### config.mk
export PLATFORM = sky130hd
export DESIGN_NAME = prox_int_core
export DESIGN_NICKNAME = d
export VERILOG_FILES = /design/src/rtl/prox_pkg.sv /design/src/rtl/prox_int_core.sv /design/src/rtl/i2c_reg_slave.sv
export SDC_FILE = /design/constraint.sdc
export NUM_CORES = 1
export LEC_CHECK = 0
export BUFFER_PORTS_ARGS = -buffer_cell sky130_fd_sc_hd__buf_2
export CELL_PAD_IN_SITES_DETAIL_PLACEMENT = 1
export CELL_PAD_IN_SITES_GLOBAL_PLACEMENT = 2
export CORE_ASPECT_RATIO = 1.5
export CORE_MARGIN = 3
export CORE_UTILIZATION = 34
export CTS_BUF_LIST = sky130_fd_sc_hd__clkbuf_8
export CTS_CLUSTER_DIAMETER = 80
export DETAILED_ROUTE_END_ITERATION = 12
export PLACE_DENSITY_LB_ADDON = 0.1
export SLEW_MARGIN = 20
export SYNTH_ARGS = -nofsm -noshare
export SYNTH_HDL_FRONTEND = slang
export SYNTH_SLANG_ARGS = --single-unit
### constraint.sdc
create_clock -name sys_clk -period 4.1 [get_ports sys_clk]
set_input_delay 0.82 -clock sys_clk [delete_from_list [all_inputs] [get_ports sys_clk]]
set_output_delay 0.82 -clock sys_clk [all_outputs]
set_load 0.1 [all_outputs]
### src/rtl/prox_pkg.sv
// Shared constants and types for the proximity interrupt block
package prox_pkg;
    // Register offsets
    localparam logic [7:0] OFS_CONTROL = 8'h81;
    localparam logic [7:0] OFS_STATUS = 8'h82;
    localparam logic [7:0] OFS_RESULT_LO = 8'h88;
    localparam logic [7:0] OFS_RESULT_HI = 8'h89;
    localparam logic [7:0] OFS_INTR = 8'hA7;
    localparam logic [7:0] OFS_PERSIST = 8'hA8;
    localparam logic [7:0] OFS_UPPER_LO = 8'hA9;
    localparam logic [7:0] OFS_UPPER_HI = 8'hAA;
    localparam logic [7:0] OFS_LOWER_LO = 8'hAB;
    localparam logic [7:0] OFS_LOWER_HI = 8'hAC;
    localparam logic [7:0] OFS_DIODES = 8'hD8;
    localparam logic [7:0] OFS_TUNE_A = 8'hDB;
    localparam logic [7:0] OFS_TUNE_B = 8'hE3;
    localparam logic [7:0] OFS_TUNE_C = 8'hF9;
    // Field positions
    localparam int CTL_ACTIVE = 1;
    localparam int CTL_LOGIC = 2;
    localparam int CTL_RESTART = 7;
    localparam int INT_POL = 3;
    localparam int INT_MODE_LO = 1;
    localparam int PERS_LO = 4;
    localparam int ST_INT = 0;
    localparam int ST_NEAR = 1;
    localparam int ST_FTN = 2;
    localparam int ST_NTF = 3;
    localparam int ST_BUSY = 4;
    // Reset values
    localparam logic [7:0] RST_CONTROL = 8'h00;
    localparam logic [7:0] RST_INTR = 8'h40;
    localparam logic [3:0] RST_PERSIST = 4'h0;
    localparam logic [15:0] RST_UPPER = 16'hFFFF;
    localparam logic [15:0] RST_LOWER = 16'h0000;
    localparam logic [3:0] RST_DIODES = 4'hF;
    localparam logic [7:0] RST_TUNE_A = 8'h14;
    localparam logic [7:0] RST_TUNE_B = 8'h67;
    localparam logic [7:0] RST_TUNE_C = 8'h8F;
    localparam logic [1:0] INT_MODE_OFF = 2'h0;
    // Timing
    localparam int CLK_PERIOD_NS = 100;
    localparam int CONV_TIME_NS = 10000;
    localparam int CONV_CYCLES =
        (CONV_TIME_NS + CLK_PERIOD_NS - 1) / CLK_PERIOD_NS;
    localparam logic [6:0] DEF_I2C_ADDR = 7'h23;
    // Measurement sequencer states
    typedef enum logic [1:0] {
        MS_STANDBY = 2'b00,
        MS_CONVERT = 2'b01
    } meas_state_t;
    // Register write strobe with its data
    typedef struct packed {
        logic en;
        logic [7:0] addr;
        logic [7:0] data;
    } reg_wr_t;
    // Settings handed to the analog front end
    typedef struct packed {
        logic [3:0] diode_switches;
        logic [7:0] tune_a;
        logic [7:0] tune_b;
        logic [7:0] tune_c;
    } afe_cfg_t;
endpackage

### src/rtl/prox_int_core.sv
// Proximity mode control, conversion timing and threshold interrupt
// What this block does
// - After power-up the block sits in standby until software sets active.
// - In standby no conversion runs and no new result is stored.
// - Registers stay readable and writable over I2C in standby.
// - Writing the restart bit returns every register to its power-on value.
// - Each result is captured a fixed number of cycles after its start.
// - Interrupt when a result lies above the upper or, in window type, below the lower limit.
// - Only a fresh result is compared; limit writes evaluate nothing.
// - Interrupt state shows on the pin and in a readable register.
// - Interrupt pin is enabled or disabled by register, apart from evaluation.
// - Asserted interrupt level on the pin is programmable low or high.
// - Software chooses window type or logic type interrupt.
// - Logic type needs control bit 2 and interrupt register bit 1 set.
// - Window type is default and reports no near or far transitions.
// - Four diode switch bits reset to one; upper bits read zero.
// - Three tuning registers reset to defaults and accept any value.
// - Interrupt mode 00 leaves pin released; 01 lets results trigger it.
// - Polarity 0 signals active low, polarity 1 active high.
// - Persistence N needs N consecutive out-of-range results on the same side; 0 means every.
// - Sixteen-bit limits in result format; upper resets ones, lower zeros.
`timescale 1ns/10ps
`default_nettype none
module prox_int_core
    import prox_pkg::*;
#(
    parameter int CONV_CYC = CONV_CYCLES,
    parameter logic [6:0] I2C_ADDR = DEF_I2C_ADDR
)
(
    input wire logic sys_clk,
    input wire logic rstn,
    input wire logic ce,
    input wire logic scl_i,
    input wire logic sda_i,
    output logic sda_o,
    output logic sda_oe_n,
    output logic int_o,
    output logic int_oe_n,
    output logic conv_start,
    output logic measuring,
    input wire logic [15:0] adc_value,
    output afe_cfg_t afe_cfg
);
    // Conversion counter is 16 bits wide
    if (CONV_CYC < 1 || CONV_CYC > 65535)
    begin : g_bad_conv
        $error("CONV_CYC out of range");
    end

    localparam logic [15:0] CONV_LAST = 16'(CONV_CYC - 1);

    typedef struct packed {
        meas_state_t st;
        logic [15:0] cnt;
        logic conv_start;
        logic [7:0] ctrl;
        logic [7:0] intr;
        logic [3:0] persist;
        logic [15:0] upper;
        logic [15:0] lower;
        logic [15:0] result;
        logic [3:0] diodes;
        logic [7:0] tune_a;
        logic [7:0] tune_b;
        logic [7:0] tune_c;
        logic [3:0] hits;
        logic last_above;
        logic int_act;
        logic near;
        logic far_to_near_report;
        logic near_to_far_report;
        logic pin;
    } core_t;

    localparam core_t CORE_RST = '{st: MS_STANDBY, cnt: 16'h0000,
        conv_start: 1'b0, ctrl: RST_CONTROL, intr: RST_INTR,
        persist: RST_PERSIST, upper: RST_UPPER, lower: RST_LOWER,
        result: 16'h0000, diodes: RST_DIODES, tune_a: RST_TUNE_A,
        tune_b: RST_TUNE_B, tune_c: RST_TUNE_C, hits: 4'h0,
        last_above: 1'b0, int_act: 1'b0, near: 1'b0, far_to_near_report: 1'b0,
        near_to_far_report: 1'b0, pin: 1'b1};

    core_t q, d;
    reg_wr_t wr;
    logic [7:0] rd_addr, rd_data;
    logic [15:0] val;
    logic above, below, outr, qual, logic_type;
    logic [3:0] hits_n;

    // Register access keeps working in every mode
    i2c_reg_slave #(
        .ADDR(I2C_ADDR)
    ) u_i2c (
        .sys_clk(sys_clk),
        .rstn(rstn),
        .ce(ce),
        .scl_i(scl_i),
        .sda_i(sda_i),
        .sda_o(sda_o),
        .sda_oe_n(sda_oe_n),
        .wr(wr),
        .rd_addr(rd_addr),
        .rd_data(rd_data)
    );

    // Status byte shared by the read path
    function automatic logic [7:0] status_byte(input core_t s);
        logic [7:0] b;
        b = 8'h00;
        b[ST_INT] = s.int_act;
        b[ST_NEAR] = s.near;
        b[ST_FTN] = s.far_to_near_report;
        b[ST_NTF] = s.near_to_far_report;
        b[ST_BUSY] = (s.st == MS_CONVERT);
        return b;
    endfunction

    // Read mux; unmapped offsets read zero
    always_comb
    begin
        case (rd_addr)
            OFS_CONTROL: rd_data = q.ctrl;
            OFS_STATUS: rd_data = status_byte(q);
            OFS_RESULT_LO: rd_data = q.result[7:0];
            OFS_RESULT_HI: rd_data = q.result[15:8];
            OFS_INTR: rd_data = q.intr;
            OFS_PERSIST: rd_data = {q.persist, 4'h0};
            OFS_UPPER_LO: rd_data = q.upper[7:0];
            OFS_UPPER_HI: rd_data = q.upper[15:8];
            OFS_LOWER_LO: rd_data = q.lower[7:0];
            OFS_LOWER_HI: rd_data = q.lower[15:8];
            OFS_DIODES: rd_data = {4'h0, q.diodes};
            OFS_TUNE_A: rd_data = q.tune_a;
            OFS_TUNE_B: rd_data = q.tune_b;
            OFS_TUNE_C: rd_data = q.tune_c;
            default: rd_data = 8'h00;
        endcase
    end

    // Next state: writes, sequencer, threshold evaluation, pin
    always_comb
    begin
        d = q;
        d.conv_start = 1'b0;
        val = adc_value;
        above = val > q.upper;
        below = val < q.lower;
        outr = above | below;
        if (!outr)
            hits_n = 4'h0;
        else if (q.hits != 4'h0 && above != q.last_above)
            hits_n = 4'h1;
        else if (q.hits == 4'hF)
            hits_n = 4'hF;
        else
            hits_n = q.hits + 4'h1;
        qual = outr && (hits_n >= q.persist);
        logic_type = q.ctrl[CTL_LOGIC] & q.intr[INT_MODE_LO];
        // Register writes; limits take effect on the next result only
        if (wr.en)
        begin
            case (wr.addr)
                OFS_CONTROL: d.ctrl = wr.data;
                OFS_STATUS:
                begin
                    d.far_to_near_report = q.far_to_near_report & ~wr.data[ST_FTN];
                    d.near_to_far_report = q.near_to_far_report & ~wr.data[ST_NTF];
                end
                OFS_INTR: d.intr = wr.data;
                OFS_PERSIST: d.persist = wr.data[7:PERS_LO];
                OFS_UPPER_LO: d.upper[7:0] = wr.data;
                OFS_UPPER_HI: d.upper[15:8] = wr.data;
                OFS_LOWER_LO: d.lower[7:0] = wr.data;
                OFS_LOWER_HI: d.lower[15:8] = wr.data;
                OFS_DIODES: d.diodes = wr.data[3:0];
                OFS_TUNE_A: d.tune_a = wr.data;
                OFS_TUNE_B: d.tune_b = wr.data;
                OFS_TUNE_C: d.tune_c = wr.data;
                default: d.ctrl = q.ctrl;
            endcase
        end
        // Measurement sequencer
        case (q.st)
            MS_STANDBY:
            begin
                if (q.ctrl[CTL_ACTIVE])
                begin
                    d.st = MS_CONVERT;
                    d.cnt = 16'h0000;
                    d.conv_start = 1'b1;
                end
            end
            MS_CONVERT:
            begin
                if (!q.ctrl[CTL_ACTIVE])
                    d.st = MS_STANDBY;
                else if (q.cnt == CONV_LAST)
                begin
                    // Fresh result: the only point of comparison
                    d.result = val;
                    d.hits = hits_n;
                    d.last_above = above;
                    d.cnt = 16'h0000;
                    d.conv_start = 1'b1;
                    if (logic_type)
                    begin
                        if (qual && above)
                            d.near = 1'b1;
                        else if (qual && below)
                            d.near = 1'b0;
                        d.int_act = d.near;
                        if (d.near && !q.near)
                            d.far_to_near_report = 1'b1;
                        if (!d.near && q.near)
                            d.near_to_far_report = 1'b1;
                    end
                    else if (!outr)
                        d.int_act = 1'b0;
                    else if (qual)
                        d.int_act = 1'b1;
                end
                else
                    d.cnt = q.cnt + 16'h0001;
            end
            default: d.st = MS_STANDBY;
        endcase
        // Pin level follows polarity; released when mode is 00
        d.pin = d.int_act ? d.intr[INT_POL] : ~d.intr[INT_POL];
        // Restart reloads the power-on state
        if (wr.en && wr.addr == OFS_CONTROL && wr.data[CTL_RESTART])
            d = CORE_RST;
    end

    // State register, frozen while ce is low
    always_ff @(posedge sys_clk)
    begin
        if (!rstn)
            q <= CORE_RST;
        else if (ce)
            q <= d;
    end

    assign int_o = q.pin;
    assign int_oe_n = (q.intr[2:1] == INT_MODE_OFF);
    assign conv_start = q.conv_start;
    assign measuring = (q.st == MS_CONVERT);
    assign afe_cfg = '{diode_switches: q.diodes, tune_a: q.tune_a,
        tune_b: q.tune_b, tune_c: q.tune_c};
endmodule // prox_int_core
`default_nettype wire

### src/rtl/i2c_reg_slave.sv
// I2C target that turns bus transfers into register reads and writes
`timescale 1ns/10ps
`default_nettype none
module i2c_reg_slave
    import prox_pkg::*;
#(
    parameter logic [6:0] ADDR = DEF_I2C_ADDR
)
(
    input wire logic sys_clk,
    input wire logic rstn,
    input wire logic ce,
    input wire logic scl_i,
    input wire logic sda_i,
    output logic sda_o,
    output logic sda_oe_n,
    output reg_wr_t wr,
    output logic [7:0] rd_addr,
    input wire logic [7:0] rd_data
);
    typedef enum logic [2:0] {
        I_IDLE = 3'b000,
        I_ADDR = 3'b001,
        I_AACK = 3'b011,
        I_WDAT = 3'b010,
        I_WACK = 3'b110,
        I_RDAT = 3'b111,
        I_RACK = 3'b101
    } i2c_state_t;

    typedef struct packed {
        logic [2:0] scl_s;
        logic [2:0] sda_s;
        logic scl_f;
        logic sda_f;
        i2c_state_t st;
        logic [3:0] bits;
        logic [7:0] sh;
        logic [7:0] ptr;
        logic rw;
        logic first;
        logic nack;
        logic oe_n;
        reg_wr_t wr;
    } i2c_t;

    localparam i2c_t I2C_RST = '{scl_s: 3'h7, sda_s: 3'h7, scl_f: 1'b1,
        sda_f: 1'b1, st: I_IDLE, bits: 4'h0, sh: 8'h00, ptr: 8'h00,
        rw: 1'b0, first: 1'b0, nack: 1'b0, oe_n: 1'b1, wr: '0};

    i2c_t q, d;
    logic scl_n, sda_n, rise, fall;

    always_comb
    begin
        d = q;
        d.wr.en = 1'b0;
        // Three-stage sync; level accepted when stages two and three agree
        d.scl_s = {q.scl_s[1:0], scl_i};
        d.sda_s = {q.sda_s[1:0], sda_i};
        scl_n = (q.scl_s[1] == q.scl_s[2]) ? q.scl_s[2] : q.scl_f;
        sda_n = (q.sda_s[1] == q.sda_s[2]) ? q.sda_s[2] : q.sda_f;
        d.scl_f = scl_n;
        d.sda_f = sda_n;
        rise = scl_n & ~q.scl_f;
        fall = ~scl_n & q.scl_f;
        if (q.scl_f && scl_n && q.sda_f && !sda_n)
        begin
            d.st = I_ADDR;
            d.bits = 4'h0;
            d.oe_n = 1'b1;
        end
        else if (q.scl_f && scl_n && !q.sda_f && sda_n)
        begin
            d.st = I_IDLE;
            d.oe_n = 1'b1;
        end
        else
        begin
            case (q.st)
                I_ADDR, I_WDAT:
                begin
                    if (rise)
                    begin
                        d.sh = {q.sh[6:0], sda_n};
                        d.bits = q.bits + 4'h1;
                    end
                    else if (fall && q.bits == 4'h8)
                    begin
                        if (q.st == I_ADDR)
                        begin
                            d.rw = q.sh[0];
                            d.oe_n = (q.sh[7:1] != ADDR);
                            d.st = (q.sh[7:1] == ADDR) ? I_AACK : I_IDLE;
                        end
                        else
                        begin
                            d.oe_n = 1'b0;
                            d.st = I_WACK;
                            if (q.first)
                                d.ptr = q.sh;
                            else
                            begin
                                d.wr = '{en: 1'b1, addr: q.ptr, data: q.sh};
                                d.ptr = q.ptr + 8'h01;
                            end
                        end
                    end
                end
                I_AACK, I_RACK:
                begin
                    if (rise)
                        d.nack = sda_n;
                    else if (fall)
                    begin
                        d.bits = 4'h0;
                        d.first = 1'b1;
                        if (q.st == I_RACK && q.nack)
                        begin
                            d.oe_n = 1'b1;
                            d.st = I_IDLE;
                        end
                        else if (q.rw)
                        begin
                            d.sh = rd_data;
                            d.oe_n = rd_data[7];
                            d.st = I_RDAT;
                        end
                        else
                        begin
                            d.oe_n = 1'b1;
                            d.st = I_WDAT;
                        end
                    end
                end
                I_WACK:
                begin
                    if (fall)
                    begin
                        d.oe_n = 1'b1;
                        d.bits = 4'h0;
                        d.first = 1'b0;
                        d.st = I_WDAT;
                    end
                end
                I_RDAT:
                begin
                    if (fall && q.bits == 4'h7)
                    begin
                        d.oe_n = 1'b1;
                        d.ptr = q.ptr + 8'h01;
                        d.st = I_RACK;
                    end
                    else if (fall)
                    begin
                        d.sh = {q.sh[6:0], 1'b0};
                        d.oe_n = q.sh[6];
                        d.bits = q.bits + 4'h1;
                    end
                end
                default:
                    d.oe_n = 1'b1;
            endcase
        end
    end

    // State register, frozen while ce is low
    always_ff @(posedge sys_clk)
    begin
        if (!rstn)
            q <= I2C_RST;
        else if (ce)
            q <= d;
    end

    assign sda_o = 1'b0;
    assign sda_oe_n = q.oe_n;
    assign wr = q.wr;
    assign rd_addr = q.ptr;
endmodule // i2c_reg_slave
`default_nettype wire

==> run summary, run 1 <==
drt wl/cell - 22.6 um
slew margin rel. - 44.1%
post-placement cell count - 1563
number of global-route vias before repair - 9072
Worst setup EP type - register
worst path required time - 4.49 ns
final wirelength - 36200 um
Min-Delay Endpoint - u_i2c.d[51]
R2R depth - 19
max_cap viols - 0
post-synth cell types - 77
PwrDens - 283 mW/mm^2
mean post-synth cell area - 7.88 sq um
outcome - complete, no violations
Worst Setup Start Kind - primary input
peak supply drop - 197 uV
worst reg2reg endpoint - int_o
Clock Path Buffers - 2
Die W - 143 um
Hold WS - 0.481 ns
Net Count, Synth - 1286
drt first pass iters - 5
largest net degree at the start of global routing - 107
most frequent cells in the layout - nor2_1 (186), dfxtp_1 (163), nand2_1 (123)
DRT antenna net count - 0
gr usage total - 24.1%
Post-synth EDFFs - 0
share of the synthesized area in the top cell type - 36.6%
clock latency on the worst-skew pair - 0.51 ns
Critical Path Start - adc_value[7]
Die Ht - 212 um
flops & latches, synth - 176
vias - 9103
CTS Buf Count - 17
setup tns final - 0 ns
critical path type - in -> reg
initial antenna violation count - 0
Fin. Hold Viols - 0
r2r startpoint - q[85]
Slew Viols, Final - 0
Die Area - 0.0304 sq mm
Initial Util - 34.9%
buffer type at the clock tree root - clkbuf_8
Worst Hold Class - reg -> reg
global-route wire length before repair - 55400 um
fmax - 0.250 GHz
share of cells above drive strength 1 - 15.3%
GP Congestion - 0.882
post-synthesis sequential area ratio - 36.6%
vias per inst - 5.67
dpl ws - -0.466 ns
initial DRC count - 583
Synth area leaders - dfxtp_1 (37%), nor2_1 (7.3%), ha_1 (5.7%)
Mapped Cells - 1221
Final Core Density - 39.2%
RSZ-0062 raised after global routing - true
Worst Hold Depth - 2
# fillers - 3381
clock slew at reported path FFs - 0.11 ns
Final setup viols - 0
yosys warns - 0
Leakage - 4.22 nW
DRC viols - 0
Final Non-Filler Cells - 1605
antenna cells - 0
hold_buf cts - 0
R2R Setup Slk - 0.15 ns
mapped cell area - 0.00962 sq mm
slew at the pin closest to its max-slew limit - 0.837 ns
crit path max fanout - 4
final net count - 1315
Worst Slack Setup Final - 0.0983 ns
gr ovfl total - 0
DP HPWL - 27200 um
Clock Skew - 0.0178 ns
CTS tree - done
PortBufs - 53
H-tree depth - 4
CP arrival - 4.40 ns
Tmin final - 4.00 ns
leading area contributor after synthesis - dfxtp_1
Layout area overhead - 12.4%
Tcrit/Tclk final - 97.6%
Sink Count - 176
num rows - 74
I/O pin count - 55
Core ar. - 0.0276 sq mm
Synth async-reset ratio - 0%
commonest non-fill, non-tap cell in the layout - nor2_1
hold_sp - u_i2c.d[50]
Most used DFF post-synth - dfxtp_1
Yosys cell counts, drive strengths merged (11+ instances only):
library cell  number
xor2              12
inv               46
a22oi             34
nand4             19
clkbuf            55
nand3             39
buf               45
nand2            123
nand2b            13
nor2             186
a21oi            110
o21ai             58
and3              11
mux2i             40
nor3              13
dfxtp            176
ha                44
a31oi             16
o211ai            30
sequential cells by signal (all words and copies together) (netlist names):
signal / flops
u_i2c.q: 22
u_i2c.rd_addr: 8
u_i2c.wr: 17
afe_cfg: 28
u_i2c.d: 4
conv_start: 1
u_i2c.sda_oe_n: 1
q: 94
int_o: 1
worst max-delay path, cell delays in order:
cell	delay, ns
buf_2	0.12
ha_4	0.25
a21oi_2	0.13
nand3_1	0.11
a221o_1	0.36
o31a_1	0.35
and2b_1	0.27
a21oi_2	0.05
a31oi_2	0.18
ha_1	0.26
nand2b_4	0.13
a21o_1	0.15
a211oi_2	0.25
or2_4	0.18
a21oi_2	0.05
o221a_1	0.23
or4_1	0.40
o311a_1	0.12
kinds of logic (layout without fill, tap and decap cells):
kind of cell / count (synthesis) / count (layout) / share of synthesized area, %
buffers and inverters: 147 / 189 / 6.99
other: 1 / 1 / 0.0390
flip-flops: 176 / 176 / 36.6
multiplexers: 42 / 42 / 4.39
XOR/XNOR: 16 / 16 / 1.46
adder cells (fa/ha/maj): 45 / 45 / 5.82
AO/OA/AOI/OAI: 326 / 326 / 21.9
AND/OR/NAND/NOR: 468 / 468 / 22.8
report_power, final:
group | switching, mW | internal, mW | leakage [nW]
logic | 0.0885 | 0.0493 | 2.62
clock network | 0.758 | 0.450 | 0.190
registers | 0.00266 | 1.71 | 1.41
layout make-up:
type | instances | area, sq um | area share [%]
Clock buffer | 17 | 234 | 2.16
Multi-Input combinational cell | 898 | 5590 | 51.7
Sequential cell | 176 | 3540 | 32.7
Timing Repair Buffer | 110 | 706 | 6.52
Clock inverter | 15 | 145 | 1.34
Inverter | 47 | 178 | 1.64
Tap cell | 342 | 428 | 3.95
per-stage QoR:
stage / cell area, sq um / total power [mW]
6_report: 10800 / 3.06
3_5_place_dp: 10300 / 1.89
4_1_cts: 10700 / 3.10
2_1_floorplan: 9740 / 1.82
5_1_grt: 10800 / 3.19
3_3_place_gp: 10300 / 1.89
worst max-delay path by stage:
stage | end | slack [ns] | cells after the start
after floorplan | int_o | 0.002 | 17
after global placement | int_o | -0.35 | 18
after detailed placement | int_o | -0.47 | 18
after CTS | int_o | 0.004 | 18
after global routing | int_o | -0.11 | 18
final | int_o | 0.1 | 18
timing repair:
action                     CTS  global route
setup endpoints to repair    1             2
resized for setup            4            21
setup buffers                1             9
gates cloned                 0             0
pin swaps                    1             8
layer usage:
layer  global-route usage, %  wire, um  share of wire [%]
met5                       0         0                  0
met4                    10.0      1330                3.7
met3                    2.99      1070                3.0
met2                    43.8     19000                 53
met1                    28.2     14800                 41
(Power assumes the default switching activity.)
==> inputs of run 2 (changes only) <==
CORE_UTILIZATION = 29   (was 34)
==> run summary, run 2 (synthesized netlist as in run 1, its figures left out) <==
Slew Viols, Final - 0 (unchanged)
initial DRC count - 551 (was 583)
buffer type at the clock tree root - clkbuf_8 (unchanged)
R2R depth - 19 (unchanged)
max_cap viols - 0 (unchanged)
gr usage total - 21.8% (was 24.1%)
Worst Setup Start Kind - primary input (unchanged)
Final Core Density - 33.9% (was 39.2%)
Initial Util - 29.5% (was 34.9%)
Die Ht - 229 um (was 212 um)
Die Area - 0.0355 sq mm (was 0.0304 sq mm)
vias per inst - 5.39 (was 5.67)
Worst setup EP type - register (unchanged)
hold_sp - q[97] (was u_i2c.d[50])
vias - 9087 (was 9103)
Top reg by flops - q (unchanged)
fmax - 0.247 GHz (was 0.250 GHz)
Layout area overhead - 14.9% (was 12.4%)
Clock power frac - 44.1% (was 39.5%)
most frequent cells in the layout - nor2_1 (186), dfxtp_1 (162), nand2_1 (123) (was nor2_1 (186), dfxtp_1 (163), nand2_1 (123))
outcome - complete, no violations (unchanged)
clock slew at reported path FFs - 0.11 ns (about the same)
CP Buf/Inv Count - 2 (was 1)
switching part of the total - 26.1% (was 27.8%)
slew at the pin closest to its max-slew limit - 0.897 ns (was 0.837 ns)
antenna cells - 0 (unchanged)
Sink Count - 176 (unchanged)
critical path type - in -> reg (unchanged)
share of cells above drive strength 1 - 16.1% (was 15.3%)
Internal Power - 2.45 mW (was 2.21 mW)
Worst Hold Class - reg -> reg (unchanged)
DRT antenna net count - 0 (unchanged)
commonest non-fill, non-tap cell in the layout - nor2_1 (unchanged)
CTS Buf Count - 17 (unchanged)
DP HPWL - 29500 um (was 27200 um)
Tmin final - 4.04 ns (was 4.00 ns)
logic gate share of total power - 4.2% (was 4.5%)
Min-Delay Endpoint - q[97] (was u_i2c.d[51])
largest net degree at the start of global routing - 62 (was 107)
r2r startpoint - q[56] (was q[85])
clock latency on the worst-skew pair - 0.52 ns (was 0.51 ns)
initial antenna violation count - 0 (unchanged)
Die W - 155 um (was 143 um)
# fillers - 3972 (was 3381)
num rows - 81 (was 74)
Tcrit/Tclk final - 98.6% (was 97.6%)
Final setup viols - 0 (unchanged)
Final Non-Filler Cells - 1685 (was 1605)
hold_buf cts - 0 (unchanged)
Largest register FFs - 94 (unchanged)
gr ovfl total - 0 (unchanged)
switching pwr - 863 uW (was 849 uW)
final wirelength - 38600 um (was 36200 um)
CP Cell Sequence - buf_2, ha_1, a211o_1, a21oi_1, o31ai_1, buf_4, a211o_1, and2b_1, a21oi_2, a31oi_2, ha_1, nand2b_4, a21o_1, a211oi_2, or2_4, a21oi_2, o221a_1, or4_1, o311a_1 (was buf_2, ha_4, a21oi_2, nand3_1, a221o_1, o31a_1, and2b_1, a21oi_2, a31oi_2, ha_1, nand2b_4, a21o_1, a211oi_2, or2_4, a21oi_2, o221a_1, or4_1, o311a_1)
PortBufs - 53 (unchanged)
slowest CP cell - or4_1 (unchanged)
R2R Setup Slk - 0.11 ns (was 0.15 ns)
global-route wire length before repair - 58600 um (was 55400 um)
Worst Hold Depth - 2 (unchanged)
Seq pwr share - 51.8% (was 56.0%)
CTS tree - done (unchanged)
I/O pin count - 55 (unchanged)
final net count - 1322 (was 1315)
CP arrival - 4.45 ns (was 4.40 ns)
delay-heaviest family, CP - compound AO/OA/AOI/OAI gates (unchanged)
overall power - 3.31 mW (was 3.06 mW)
CP max stage delay - 0.40 ns (about the same)
Register Area - 0.00354 sq mm (about the same)
drt first pass iters - 7 (was 5)
GP Congestion - 0.820 (was 0.882)
RSZ-0062 raised after global routing - true (unchanged)
worst path required time - 4.51 ns (was 4.49 ns)
crit path max fanout - 3 (was 4)
DRC viols - 0 (unchanged)
peak supply drop - 166 uV (was 197 uV)
Leakage - 4.28 nW (was 4.22 nW)
PwrDens - 299 mW/mm^2 (was 283 mW/mm^2)
Hold WS - 0.472 ns (was 0.481 ns)
area of the multi-input gates - 0.00561 sq mm (was 0.00559 sq mm)
drt wl/cell - 22.9 um (was 22.6 um)
slew margin rel. - 39.8% (was 44.1%)
Fin. Hold Viols - 0 (unchanged)
Clock Path Buffers - 2 (unchanged)
worst reg2reg endpoint - int_o (unchanged)
number of global-route vias before repair - 9176 (was 9072)
post-placement cell count - 1642 (was 1563)
H-tree depth - 4 (unchanged)
Core ar. - 0.0326 sq mm (was 0.0276 sq mm)
Clock Skew - 0.0208 ns (was 0.0178 ns)
[run 2: worst register-to-register path, stage by stage, from the launching register on]
cell,delay [ns]
dfxtp_2,0.34
inv_1,0.13
ha_1,0.27
a211o_1,0.25
a31oi_1,0.16
o31ai_1,0.10
buf_4,0.15
a211o_1,0.31
and2b_1,0.21
a21oi_2,0.12
a31oi_2,0.06
ha_1,0.28
nand2b_4,0.13
a21o_1,0.16
a211oi_2,0.24
or2_4,0.17
a21oi_2,0.05
o221a_1,0.25
or4_1,0.40
o311a_1,0.12
[run 2: stage by stage]
| step | setup WS (ns) | TNS [ns] | area, sq um |
|---|---|---|---|
| 3_3_place_gp | -0.408 | -0.965 | 10400 |
| 5_1_grt | -0.0733 | -0.0733 | 11100 |
| 6_report | 0.0569 | 0 | 11100 |
| 2_1_floorplan | 0.00242 | 0 | 9740 |
| 3_5_place_dp | -0.518 | -1.51 | 10400 |
| 4_1_cts | 0.00835 | 0 | 10900 |
[run 2: power groups by stage]
| stage | Clock [mW] | Combinational (mW) | Sequential, mW |
|---|---|---|---|
| final | 1.46 | 0.139 | 1.71 |
| after global routing | 1.56 | 0.153 | 1.71 |
| after CTS | 1.51 | 0.139 | 1.71 |
| after detailed placement | 0 | 0.138 | 1.75 |
| after global placement | 0 | 0.136 | 1.75 |
| after floorplan | 0 | 0.0704 | 1.75 |
[run 2: how the worst max path moves through the flow]
stage | start | end | slack (ns) | cells past startpoint
2_1_floorplan | adc_value[12] | int_o | 0.002 | 17
4_1_cts | q[75] | int_o | 0.008 | 18
3_3_place_gp | adc_value[5] | int_o | -0.41 | 19
3_5_place_dp | adc_value[15] | int_o | -0.52 | 18
6_report | adc_value[5] | int_o | 0.06 | 19
5_1_grt | q[56] | int_o | -0.07 | 19
[run 2: final cells by class]
type | count | share of cell area (%)
Multi-Input combinational cell | 898 | 50.8
Sequential cell | 176 | 32.0
Timing Repair Buffer | 117 | 6.74
Tap cell | 415 | 4.70
Clock buffer | 17 | 2.12
Clock inverter | 15 | 2.03
Inverter | 47 | 1.63
[run 2: per-layer routing]
layer,track usage [%],up-vias,share of wire (%)
li1,-,4396,-
met1,25.4,4503,41
met2,40.7,137,54
met3,2.74,51,2.4
met4,6.99,0,2.5
met5,0,-,0
[run 2: what timing repair did]
action	in CTS	in global routing
setup buffers	1	10
gates resized for setup	2	29
pin swaps	1	12
setup endpoints to repair	1	2
==> inputs of run 3 (changes only) <==
PLACE_DENSITY_LB_ADDON = 0.15   (was 0.1)
==> run summary, run 3 (synthesized netlist as in run 1, its figures left out) <==
Final setup viols - 0 (unchanged)
outcome - complete, no violations (unchanged)
crit path max fanout - 4 (was 3)
initial DRC count - 533 (was 551)
delay-heaviest family, CP - compound AO/OA/AOI/OAI gates (unchanged)
Tmin final - 4.06 ns (was 4.04 ns)
clock slew at reported path FFs - 0.10 ns (was 0.11 ns)
setup tns final - 0 ns (unchanged)
CTS Buf Count - 17 (unchanged)
initial antenna violation count - 0 (unchanged)
Die W - 155 um (unchanged)
grt peak-use layer - met2 (unchanged)
largest net degree at the start of global routing - 63 (was 62)
CP arrival - 4.47 ns (was 4.45 ns)
worst path required time - 4.50 ns (was 4.51 ns)
PortBufs - 53 (unchanged)
final net count - 1318 (was 1322)
number of global-route vias before repair - 9320 (was 9176)
Layout area overhead - 13.9% (was 14.9%)
Worst setup EP type - register (unchanged)
Clock Skew - 0.0159 ns (was 0.0208 ns)
DP HPWL - 29200 um (was 29500 um)
Final Core Density - 33.6% (was 33.9%)
CTS tree - done (unchanged)
share of cells above drive strength 1 - 15.5% (was 16.1%)
slew margin rel. - 38.3% (was 39.8%)
H-tree depth - 4 (unchanged)
slowest CP cell - or4_1 (unchanged)
Tcrit/Tclk final - 99.1% (was 98.6%)
hold_sp - q[2] (was q[97])
buffer type at the clock tree root - clkbuf_8 (unchanged)
gr ovfl total - 0 (unchanged)
Worst Hold Class - reg -> reg (unchanged)
CP Cell Sequence - buf_2, ha_4, nand4_1, nor2_1, a221o_1, o31a_1, and2b_1, a21oi_1, a31oi_1, ha_1, nand2b_1, a21o_1, a211oi_2, or2_4, a21oi_2, o221a_1, or4_1, o311a_1 (was buf_2, ha_1, a211o_1, a21oi_1, o31ai_1, buf_4, a211o_1, and2b_1, a21oi_2, a31oi_2, ha_1, nand2b_4, a21o_1, a211oi_2, or2_4, a21oi_2, o221a_1, or4_1, o311a_1)
Die Ht - 229 um (unchanged)
Die Area - 0.0355 sq mm (unchanged)
Slew Viols, Final - 0 (unchanged)
fmax - 0.246 GHz (was 0.247 GHz)
CP max stage delay - 0.40 ns (about the same)
Leakage - 4.24 nW (was 4.28 nW)
drt first pass iters - 6 (was 7)
r2r startpoint - q[85] (was q[56])
critical path type - in -> reg (unchanged)
Initial Util - 29.5% (unchanged)
Critical Path Start - adc_value[15] (was adc_value[5])
max_cap viols - 0 (unchanged)
gr usage total - 21.4% (was 21.8%)
PwrDens - 289 mW/mm^2 (was 299 mW/mm^2)
antenna cells - 0 (unchanged)
met1 Use GR - 24.1% (was 25.4%)
Sink Count - 176 (unchanged)
num rows - 81 (unchanged)
GR Util met3 - 2.91% (was 2.74%)
I/O pin count - 55 (unchanged)
Core ar. - 0.0326 sq mm (unchanged)
hold_buf cts - 0 (unchanged)
drt wl/cell - 22.7 um (was 22.9 um)
GP Congestion - 0.852 (was 0.820)
final wirelength - 38100 um (was 38600 um)
vias per inst - 5.41 (was 5.39)
Top reg by flops - q (unchanged)
Clock Path Buffers - 2 (unchanged)
CP Buf/Inv Count - 1 (was 2)
vias - 9092 (was 9087)
Largest register FFs - 94 (unchanged)
peak supply drop - 176 uV (was 166 uV)
global-route wire length before repair - 57500 um (was 58600 um)
slew at the pin closest to its max-slew limit - 0.924 ns (was 0.897 ns)
Worst Setup Start Kind - primary input (unchanged)
DRC viols - 0 (unchanged)
DRT antenna net count - 0 (unchanged)
RSZ-0062 raised after global routing - true (unchanged)
clock latency on the worst-skew pair - 0.51 ns (was 0.52 ns)
Fin. Hold Viols - 0 (unchanged)
met2 global-route usage - 40.4% (was 40.7%)
most frequent cells in the layout - nor2_1 (186), dfxtp_1 (164), nand2_1 (123) (was nor2_1 (186), dfxtp_1 (162), nand2_1 (123))
commonest non-fill, non-tap cell in the layout - nor2_1 (unchanged)
run 3: cell type report:
cell class	count	area (sq um)
multi-input combinational	898	5600
sequential	176	3540
timing repair buffer	113	716
clock buffer	18	248
tap	415	519
clock inverter	13	163
inverter	47	178
fill	3952	21700
run 3: final timing paths:
check	to	slack (ns)	cells after the start
setup / recovery	int_o	0.04	18
hold / removal	q[2]	0.48	2
setup reg to reg	int_o	0.07	18
hold reg to reg	q[2]	0.48	2
run 3: per-stage QoR:
step / cells / setup WS [ns] / power, mW / instance area (sq um) / hold WS, ns
2_1_floorplan: 1221 / 0.00242 / 1.82 / 9740 / 0.428
3_3_place_gp: 1643 / -0.409 / 1.89 / 10400 / 0.458
3_5_place_dp: 1643 / -0.481 / 1.89 / 10400 / 0.462
4_1_cts: 1674 / 0.00174 / 3.23 / 10800 / 0.476
5_1_grt: 1680 / -0.0739 / 3.29 / 11000 / 0.498
6_report: 1680 / 0.0378 / 3.17 / 11000 / 0.482
run 3: repair_timing:
item	CTS	global route
pin swaps	1	12
setup buffers	0	6
resized for setup	2	28
endpoints found under the setup margin	1	3
run 3: per-layer routing:
| metal | vias up | wire [um] |
|---|---|---|
| li1 | 4417 | - |
| met1 | 4482 | 15300 |
| met2 | 151 | 20500 |
| met3 | 42 | 992 |
| met4 | 0 | 1240 |
| met5 | - | 0 |
run 3: power breakdown:
group	switching (mW)	total, mW	internal (mW)
Combinational	0.0888	0.139	0.0501
Sequential	0.00262	1.71	1.71
Clock	0.705	1.32	0.617
Total	0.796	3.17	2.38
run 3: tightest hold or removal path: cells and delay by family, from the launching register on:
family | cells | cell delay (ns)
compound gates | 2 | 0.13
flops | 1 | 0.32
